<file path="config.mk">
export PLATFORM = sky130hd
export DESIGN_NAME = ramw_alarm_match
export DESIGN_NICKNAME = d
export VERILOG_FILES = /design/src/ramw_pkg.sv /design/src/ramw_alarm_match.sv /design/src/ramw_field_match.sv
export SDC_FILE = /design/constraint.sdc
export NUM_CORES = 1
export LEC_CHECK = 0
export ABC_AREA = 0
export BUFFER_PORTS_ARGS = -buffer_cell sky130_fd_sc_hd__buf_4
export CORE_UTILIZATION = 42
export DETAILED_ROUTE_END_ITERATION = 6
export HOLD_SLACK_MARGIN = 0.15
export PLACE_DENSITY_LB_ADDON = 0.08
export SLEW_MARGIN = 20
export SYNTH_ARGS = -nofsm -noshare
export SYNTH_HDL_FRONTEND = slang
export SYNTH_HIERARCHICAL = 1
export SYNTH_SLANG_ARGS = --single-unit
</file>
<file path="constraint.sdc">
create_clock -name aclk -period 1.9 [get_ports aclk]
set_input_delay 0.285 -clock aclk [delete_from_list [all_inputs] [get_ports aclk]]
set_output_delay 0.285 -clock aclk [all_outputs]
set_load 0.005 [all_outputs]
</file>
<file path="src/ramw_pkg.sv">
// package for the month and weekday alarm compare block
package ramw_pkg;

    // register byte addresses (aligned words)
    localparam logic [7:0] ADDR_ALARM_MONTH = 8'h00;
    localparam logic [7:0] ADDR_ALARM_WEEKDAY_CONTROL = 8'h04;
    localparam logic [7:0] ADDR_CURRENT_MONTH = 8'h08;
    localparam logic [7:0] ADDR_CURRENT_WEEKDAY = 8'h0C;
    localparam logic [7:0] ADDR_IRQ_STATUS = 8'h10;
    localparam logic [7:0] ADDR_IRQ_MASK = 8'h14;
    localparam logic [7:0] ADDR_ALARM_CONTROL = 8'h18;

    // field positions
    localparam int MONTH_W = 5;
    localparam int WEEKDAY_W = 3;
    localparam int WEEKDAY_ENABLE_BIT = 7;
    localparam int ALARM_ENABLE_BIT = 0;
    localparam int IRQ_ALARM_BIT = 0;
    localparam int IRQ_INVALID_BIT = 1;
    localparam int IRQ_W = 2;

    // reset values
    localparam logic [4:0] ALARM_MONTH_RESET = 5'h01;
    localparam logic [7:0] ALARM_WEEKDAY_CONTROL_RESET = 8'h00;
    localparam logic [1:0] IRQ_MASK_RESET = 2'h0;
    localparam logic ALARM_ENABLE_RESET = 1'b0;

    // month code limits
    localparam logic [4:0] MONTH_INVALID = 5'h00;
    localparam logic [4:0] MONTH_LAST = 5'h12;

    // axi responses
    localparam logic [1:0] RESP_OKAY = 2'h0;
    localparam logic [1:0] RESP_SLVERR = 2'h2;

    // current calendar value presented by the counters
    typedef struct packed {
        logic [4:0] month;
        logic [2:0] weekday;
    } ramw_calendar_t;

    // alarm fields as programmed
    typedef struct packed {
        logic [4:0] month;
        logic weekday_enable;
        logic [2:0] weekday;
    } ramw_alarm_t;

endpackage : ramw_pkg

</file>
<file path="src/ramw_alarm_match.sv">
// month and weekday alarm compare with axi4-lite registers and interrupt
`timescale 1ns/1ns
module ramw_alarm_match (
    input wire logic aclk,
    input wire logic aresetn,
    input wire logic [31:0] s_axi_awaddr,
    input wire logic s_axi_awvalid,
    output logic s_axi_awready,
    input wire logic [31:0] s_axi_wdata,
    input wire logic [3:0] s_axi_wstrb,
    input wire logic s_axi_wvalid,
    output logic s_axi_wready,
    output logic [1:0] s_axi_bresp,
    output logic s_axi_bvalid,
    input wire logic s_axi_bready,
    input wire logic [31:0] s_axi_araddr,
    input wire logic s_axi_arvalid,
    output logic s_axi_arready,
    output logic [31:0] s_axi_rdata,
    output logic [1:0] s_axi_rresp,
    output logic s_axi_rvalid,
    input wire logic s_axi_rready,
    input wire logic [4:0] current_month,
    input wire logic [2:0] current_weekday,
    input wire logic other_fields_match,
    output logic alarm_match,
    output logic irq
);

    ////////////////////////////////////////////////////////////////////////
    // register state
    ramw_pkg::ramw_alarm_t alarm;
    ramw_pkg::ramw_calendar_t calendar;
    logic alarm_enable;
    logic [1:0] irq_mask;
    logic [1:0] irq_status;
    logic match_prev;
    logic aw_held;
    logic w_held;
    logic [7:0] aw_addr;
    logic [31:0] w_data;
    logic [3:0] w_strb;

    assign calendar.month = current_month;
    assign calendar.weekday = current_weekday;

    ////////////////////////////////////////////////////////////////////////
    // comparison
    logic month_ok;
    logic weekday_ok;
    logic month_code_valid;
    logic match_now;
    logic match_rise;

    // month compare is always active
    ramw_field_match #(
        .W(ramw_pkg::MONTH_W)
    ) u_month (
        .alarm_value(alarm.month),
        .current_value(calendar.month),
        .compare_enable(1'b1),
        .field_ok(month_ok)
    );

    // weekday only takes part while its enable bit is set
    ramw_field_match #(
        .W(ramw_pkg::WEEKDAY_W)
    ) u_weekday (
        .alarm_value(alarm.weekday),
        .current_value(calendar.weekday),
        .compare_enable(alarm.weekday_enable),
        .field_ok(weekday_ok)
    );

    // bcd month check: low nibble 0-9, tens only 0 or 1, 00000 and >12 rejected
    assign month_code_valid = (alarm.month != ramw_pkg::MONTH_INVALID)
        && (alarm.month[3:0] <= 4'h9)
        && (alarm.month <= ramw_pkg::MONTH_LAST);

    // an invalid code can never match, so no stray alarm from reset junk
    assign match_now = alarm_enable && month_code_valid && month_ok
        && weekday_ok && other_fields_match;
    // the event bit sets on entry into the match only, so a match that stands
    // for many cycles reports one event, not one per cycle
    assign match_rise = match_now && !match_prev;

    ////////////////////////////////////////////////////////////////////////
    // axi write decode
    logic wr_fire;
    logic wr_hit_month;
    logic wr_hit_weekday;
    logic wr_hit_status;
    logic wr_hit_mask;
    logic wr_hit_ctrl;
    logic wr_hit_any;
    logic [4:0] wr_month;
    logic month_write_valid;
    logic aw_take;
    logic w_take;
    logic wr_lane0;

    assign wr_fire = aw_held && w_held && !s_axi_bvalid;
    assign wr_hit_month = aw_addr == ramw_pkg::ADDR_ALARM_MONTH;
    assign wr_hit_weekday = aw_addr == ramw_pkg::ADDR_ALARM_WEEKDAY_CONTROL;
    assign wr_hit_status = aw_addr == ramw_pkg::ADDR_IRQ_STATUS;
    assign wr_hit_mask = aw_addr == ramw_pkg::ADDR_IRQ_MASK;
    assign wr_hit_ctrl = aw_addr == ramw_pkg::ADDR_ALARM_CONTROL;
    // current calendar addresses answer writes with OKAY but store nothing
    assign wr_hit_any = wr_hit_month || wr_hit_weekday || wr_hit_status
        || wr_hit_mask || wr_hit_ctrl
        || aw_addr == ramw_pkg::ADDR_CURRENT_MONTH
        || aw_addr == ramw_pkg::ADDR_CURRENT_WEEKDAY;
    assign wr_month = w_data[4:0];
    // an invalid month code is stored anyway; it raises a flag instead
    assign month_write_valid = (wr_month != ramw_pkg::MONTH_INVALID)
        && (wr_month[3:0] <= 4'h9) && (wr_month <= ramw_pkg::MONTH_LAST);

    // channel handshakes, decoded once so every process agrees on them
    assign aw_take = s_axi_awvalid && s_axi_awready;
    assign w_take = s_axi_wvalid && s_axi_wready;
    // all fields live in byte lane 0; a write without it answers but stores nothing
    assign wr_lane0 = wr_fire && w_strb[0];

    ////////////////////////////////////////////////////////////////////////
    // axi write channel capture; address and data may come in either order
    always_ff @(posedge aclk)
    begin
        if (!aresetn)
        begin
            aw_held <= 1'b0;
            w_held <= 1'b0;
            aw_addr <= 8'h00;
            w_data <= 32'h00000000;
            w_strb <= 4'h0;
            s_axi_bvalid <= 1'b0;
            s_axi_bresp <= ramw_pkg::RESP_OKAY;
        end
        else
        begin
            if (aw_take)
            begin
                aw_held <= 1'b1;
                aw_addr <= s_axi_awaddr[7:0];
            end
            if (w_take)
            begin
                w_held <= 1'b1;
                w_data <= s_axi_wdata;
                w_strb <= s_axi_wstrb;
            end
            if (wr_fire)
            begin
                aw_held <= 1'b0;
                w_held <= 1'b0;
                s_axi_bvalid <= 1'b1;
                s_axi_bresp <= wr_hit_any ? ramw_pkg::RESP_OKAY : ramw_pkg::RESP_SLVERR;
            end
            else if (s_axi_bvalid && s_axi_bready)
            begin
                s_axi_bvalid <= 1'b0;
            end
        end
    end

    // ready only while the slot is empty, so one write at a time
    // registered readies cost a cycle per transfer but keep every output a flop
    always_ff @(posedge aclk)
    begin
        if (!aresetn)
        begin
            s_axi_awready <= 1'b0;
            s_axi_wready <= 1'b0;
        end
        else
        begin
            s_axi_awready <= !aw_held && !aw_take && !s_axi_bvalid;
            s_axi_wready <= !w_held && !w_take && !s_axi_bvalid;
        end
    end

    ////////////////////////////////////////////////////////////////////////
    // alarm registers; byte lane 0 carries all fields
    always_ff @(posedge aclk)
    begin
        if (!aresetn)
        begin
            alarm.month <= ramw_pkg::ALARM_MONTH_RESET;
            alarm.weekday_enable <= ramw_pkg::ALARM_WEEKDAY_CONTROL_RESET[7];
            alarm.weekday <= ramw_pkg::ALARM_WEEKDAY_CONTROL_RESET[2:0];
            alarm_enable <= ramw_pkg::ALARM_ENABLE_RESET;
            irq_mask <= ramw_pkg::IRQ_MASK_RESET;
        end
        else if (wr_lane0)
        begin
            if (wr_hit_month)
                alarm.month <= wr_month;
            if (wr_hit_weekday)
            begin
                // bits 6:3 have no storage, so writes there vanish
                alarm.weekday_enable <= w_data[ramw_pkg::WEEKDAY_ENABLE_BIT];
                alarm.weekday <= w_data[2:0];
            end
            if (wr_hit_mask)
                irq_mask <= w_data[1:0];
            if (wr_hit_ctrl)
                alarm_enable <= w_data[ramw_pkg::ALARM_ENABLE_BIT];
        end
    end

    ////////////////////////////////////////////////////////////////////////
    // sticky status: a new event beats a write-one clear in the same cycle
    logic [1:0] irq_set;
    logic [1:0] irq_clear;
    logic [1:0] next_irq_status;

    assign irq_set[ramw_pkg::IRQ_ALARM_BIT] = match_rise;
    assign irq_set[ramw_pkg::IRQ_INVALID_BIT] = wr_lane0 && wr_hit_month
        && !month_write_valid;
    assign irq_clear = (wr_lane0 && wr_hit_status) ? w_data[1:0] : 2'h0;
    assign next_irq_status = (irq_status & ~irq_clear) | irq_set;

    always_ff @(posedge aclk)
    begin
        if (!aresetn)
        begin
            irq_status <= 2'h0;
            match_prev <= 1'b0;
            alarm_match <= 1'b0;
            irq <= 1'b0;
        end
        else
        begin
            irq_status <= next_irq_status;
            match_prev <= match_now;
            alarm_match <= match_now;
            irq <= |(next_irq_status & irq_mask);
        end
    end

    ////////////////////////////////////////////////////////////////////////
    // axi read path
    logic [7:0] rd_addr;
    logic [31:0] rd_value;
    logic rd_hit;
    logic ar_take;

    assign rd_addr = s_axi_araddr[7:0];
    // read address handshake
    assign ar_take = s_axi_arvalid && s_axi_arready;
    assign rd_hit = rd_addr == ramw_pkg::ADDR_ALARM_MONTH
        || rd_addr == ramw_pkg::ADDR_ALARM_WEEKDAY_CONTROL
        || rd_addr == ramw_pkg::ADDR_CURRENT_MONTH
        || rd_addr == ramw_pkg::ADDR_CURRENT_WEEKDAY
        || rd_addr == ramw_pkg::ADDR_IRQ_STATUS
        || rd_addr == ramw_pkg::ADDR_IRQ_MASK
        || rd_addr == ramw_pkg::ADDR_ALARM_CONTROL;
    // bits 6:3 of the weekday register always read zero
    assign rd_value =
        (rd_addr == ramw_pkg::ADDR_ALARM_MONTH) ? {27'h0000000, alarm.month} :
        (rd_addr == ramw_pkg::ADDR_ALARM_WEEKDAY_CONTROL) ?
            {24'h000000, alarm.weekday_enable, 4'h0, alarm.weekday} :
        (rd_addr == ramw_pkg::ADDR_CURRENT_MONTH) ? {27'h0000000, calendar.month} :
        (rd_addr == ramw_pkg::ADDR_CURRENT_WEEKDAY) ? {29'h00000000, calendar.weekday} :
        (rd_addr == ramw_pkg::ADDR_IRQ_STATUS) ? {30'h00000000, irq_status} :
        (rd_addr == ramw_pkg::ADDR_IRQ_MASK) ? {30'h00000000, irq_mask} :
        (rd_addr == ramw_pkg::ADDR_ALARM_CONTROL) ? {31'h00000000, alarm_enable} :
        32'h00000000;

    // one read at a time; arready drops while data waits
    // rdata is captured at the handshake, so it stands while rvalid waits for rready
    always_ff @(posedge aclk)
    begin
        if (!aresetn)
        begin
            s_axi_arready <= 1'b0;
            s_axi_rvalid <= 1'b0;
            s_axi_rdata <= 32'h00000000;
            s_axi_rresp <= ramw_pkg::RESP_OKAY;
        end
        else
        begin
            s_axi_arready <= !s_axi_rvalid && !ar_take;
            if (ar_take)
            begin
                s_axi_rvalid <= 1'b1;
                s_axi_rdata <= rd_value;
                s_axi_rresp <= rd_hit ? ramw_pkg::RESP_OKAY : ramw_pkg::RESP_SLVERR;
            end
            else if (s_axi_rvalid && s_axi_rready)
            begin
                s_axi_rvalid <= 1'b0;
            end
        end
    end

endmodule : ramw_alarm_match

</file>
<file path="src/ramw_field_match.sv">
// one alarm field comparator with enable
`timescale 1ns/1ns
module ramw_field_match #(
    parameter int W = 5
) (
    input wire logic [W-1:0] alarm_value,
    input wire logic [W-1:0] current_value,
    input wire logic compare_enable,
    output logic field_ok
);
    // a disabled field never blocks the match
    assign field_ok = !compare_enable || (alarm_value == current_value);
endmodule : ramw_field_match

</file>
==> impl_metrics.json <==
{
  "cts_tree": "done",
  "grt_pass1_vias": 1674,
  "gp_congestion": 0.766,
  "initial_utilization_pct": 43.6,
  "arrival_ns": 1.92,
  "synth.top_cells.by_area": "dfxtp_1 (38%), buf_4 (8.8%), nand2_1 (5.9%)",
  "slowest_delay_ns": 0.47,
  "wl_per_cell_um": 12.0,
  "dieWidth_um": 77.6,
  "hold_viol_final": 0,
  "antenna_found_initial": 0,
  "critPathMaxFanout": 6,
  "num_vias": 1951,
  "r2r_cells": 5,
  "clockRootBuffer": "clkbuf_8",
  "fillCellCount": 561,
  "clock.fmax_mhz": 575,
  "rr_startpoint": "aw_addr[7]",
  "synth_ff_type": "dfxtp_1",
  "clock_latency_ns": 0.30,
  "avgSynthCellArea_sq_um": 8.67,
  "critPathLaunch": "aw_addr[7]",
  "coreArea_sq_mm": 0.00551,
  "synth_edf_count": 0,
  "grt_max_degree": 48,
  "drive_gt1_share_pct": 23.7,
  "placed_area_sq_mm": 0.00280,
  "timing.final.crit_share_pct": 91.6,
  "portBuffers": 53,
  "htree_levels": 2,
  "mappedNetlistArea_sq_mm": 0.00240,
  "endpoint_kind": "flop",
  "cp-endpoint": "alarm[4]",
  "synth.largest_area_cell": "dfxtp_1",
  "via_per_inst": 4.82,
  "cts_buffers": 5,
  "syn2layout_area_growth_pct": 23.3,
  "r2r_end": "alarm[4]",
  "finalCriticalPeriod_ns": 1.74,
  "final_cell_area_sq_mm": 0.00296,
  "path_class": "reg -> reg",
  "grt_pass1_wl_mm": 7.94,
  "dieArea_sq_mm": 0.00602,
  "power_leakage_nw": 1.21,
  "rsz0062_at_grt": "false",
  "synth_most_common_cell": "dfxtp_1",
  "clkSinkCount": 46,
  "n_antenna_cell": 0,
  "yosys.area.top_type_share_pct": 38.4,
  "final_cells": 405,
  "rows": 27,
  "maxCapViolCount": 0,
  "min_path_type": "in -> reg",
  "cp-start-kind": "flop",
  "fin_nets": 448,
  "grt.total_usage_pct": 16.9,
  "num_io_pins": 159,
  "drt-initial-drc-count": 51,
  "hpwlAfterDp_mm": 3.60,
  "grt_remaining_overflow": 0,
  "detail_route.first_pass.iterations": 4,
  "ir_worst_vdd_uv": 379,
  "path_cells": "or3_4 -> or4_4 -> nor2_8 -> mux2i_1 -> nand2_1",
  "ant_nets": 0,
  "reg2reg_slack_ns": 0.16,
  "syn_inst": 277,
  "yosys_warnings": 6,
  "critPathRequiredTime_ns": 2.08,
  "synth_cell_types": 45,
  "synth_common_cells": "dfxtp_1 (46), nand2_1 (38), buf_4 (28), nand3_1 (22), a21boi_0 (17)",
  "seq_area_frac_synth_pct": 38.4,
  "worst_clock_skew_ns": 0.00285,
  "async_flop_share_pct": 0,
  "finalMaxSlewViolations": 0,
  "post-place-cells": 397,
  "drc": 0,
  "synth-seq-cells": 46,
  "crit_slowest_cell": "or4_4",
  "routed_wl_mm": 4.87,
  "clkTransAtPathRegs_ns": 0.09,
  "powerDensity_mw_per_mm2": 731,
  "die_h_um": 77.6,
  "ctsHoldBuffers": 0,
  "outcome": "finished, final reports clean",
  "setup_violations": 0,
  "cts.path.max_buffers": 2
}
critical path, delay by kind of cell (launching register included):
family        cells  cell delay, ns
mux               1            0.19
flops             1            0.32
simple gates      4            1.11
cells by family after synthesis:
family | Yosys count | synth area share (%)
compound gates | 48 | 14.1
xor+xnor | 8 | 2.92
buf+inv | 45 | 11.5
flops | 46 | 38.4
mux | 16 | 7.30
other cells | 2 | 0.313
simple gates | 112 | 25.5
worst min path at each step:
stage / start / to / slack, ns / cells after the start
3_3_place_gp: s_axi_rdata[4] / s_axi_rdata[4] / 0.44 / 2
3_5_place_dp: s_axi_rdata[2] / s_axi_rdata[2] / 0.45 / 2
6_report: s_axi_wdata[2] / w_data[2] / 0.24 / 3
2_1_floorplan: s_axi_wdata[7] / w_data[7] / 0.43 / 2
5_1_grt: s_axi_wdata[2] / w_data[2] / 0.23 / 3
4_1_cts: s_axi_wdata[2] / w_data[2] / 0.23 / 3
sequential cells by signal, indices dropped and copies added, names as in the netlist, 2 cells and up:
name         cells
alarm            9
irq_status       2
irq_mask         2
s_axi_rdata      6
aw_addr          8
w_data           6
layout make-up:
type	count	area, sq um	area share (%)
clock buffer	6	82.6	2.79
clock inverter	2	60.1	2.03
inverter	3	11.3	0.380
multi-input combinational	213	1320	44.7
sequential	46	921	31.1
tap	72	90.1	3.04
timing repair buffer	63	473	16.0
layer usage:
metal  track usage [%]  wire length [um]  share of wire, %  up-vias
li1                  -                 -                 -     1016
met1              21.1              2230                46      874
met2              27.8              2270                47       57
met3              4.47               303               6.2        4
met4              6.23                66               1.4        0
met5                 0                 0                 0        -
through the flow:
step                      total power [W]  setup TNS (ns)  hold WS (ns)  setup WS (ns)  utilization (%)
after floorplan                   0.00123               0         0.430          0.210                -
after global placement            0.00130          -0.342         0.442         -0.229             50.9
after detailed placement          0.00130          -0.344         0.448         -0.231             50.9
after CTS                         0.00220               0         0.230         0.0335             53.6
after global routing              0.00227               0         0.231         0.0379             53.8
final                             0.00217               0         0.236          0.160             53.8
timing repair:
action / in CTS / in global routing
gates cloned: 0 / 0
hold endpoints to repair: 0 / 0
endpoints found under the setup margin: 2 / 2
buffers inserted: 0 / 0
gates resized for setup: 2 / 1
pin swaps: 0 / 2
cell usage in the layout (no fill, tap or decap), drive strengths merged, types with 3 or more instances in the layout:
cell     n
o31ai    3
nor2     7
mux2i   13
a21boi  20
nor3     5
inv      3
nor3b    5
nand2   38
a31oi    4
buf     63
xor2     5
xnor2    3
nor2b   16
nor4     3
clkbuf   6
o21ai    9
nand3   22
nand3b   3
and2     3
conb    29
dfxtp   46
power by group:
group | internal, W | leakage (nW) | switching, W | total (W)
sequential | 0.000993 | 0.374 | 0.0000246 | 0.00102
combinational | 0.000130 | 0.761 | 0.000126 | 0.000255
clock | 0.000561 | 0.0714 | 0.000332 | 0.000893
Power figures use the tool's default switching activity.
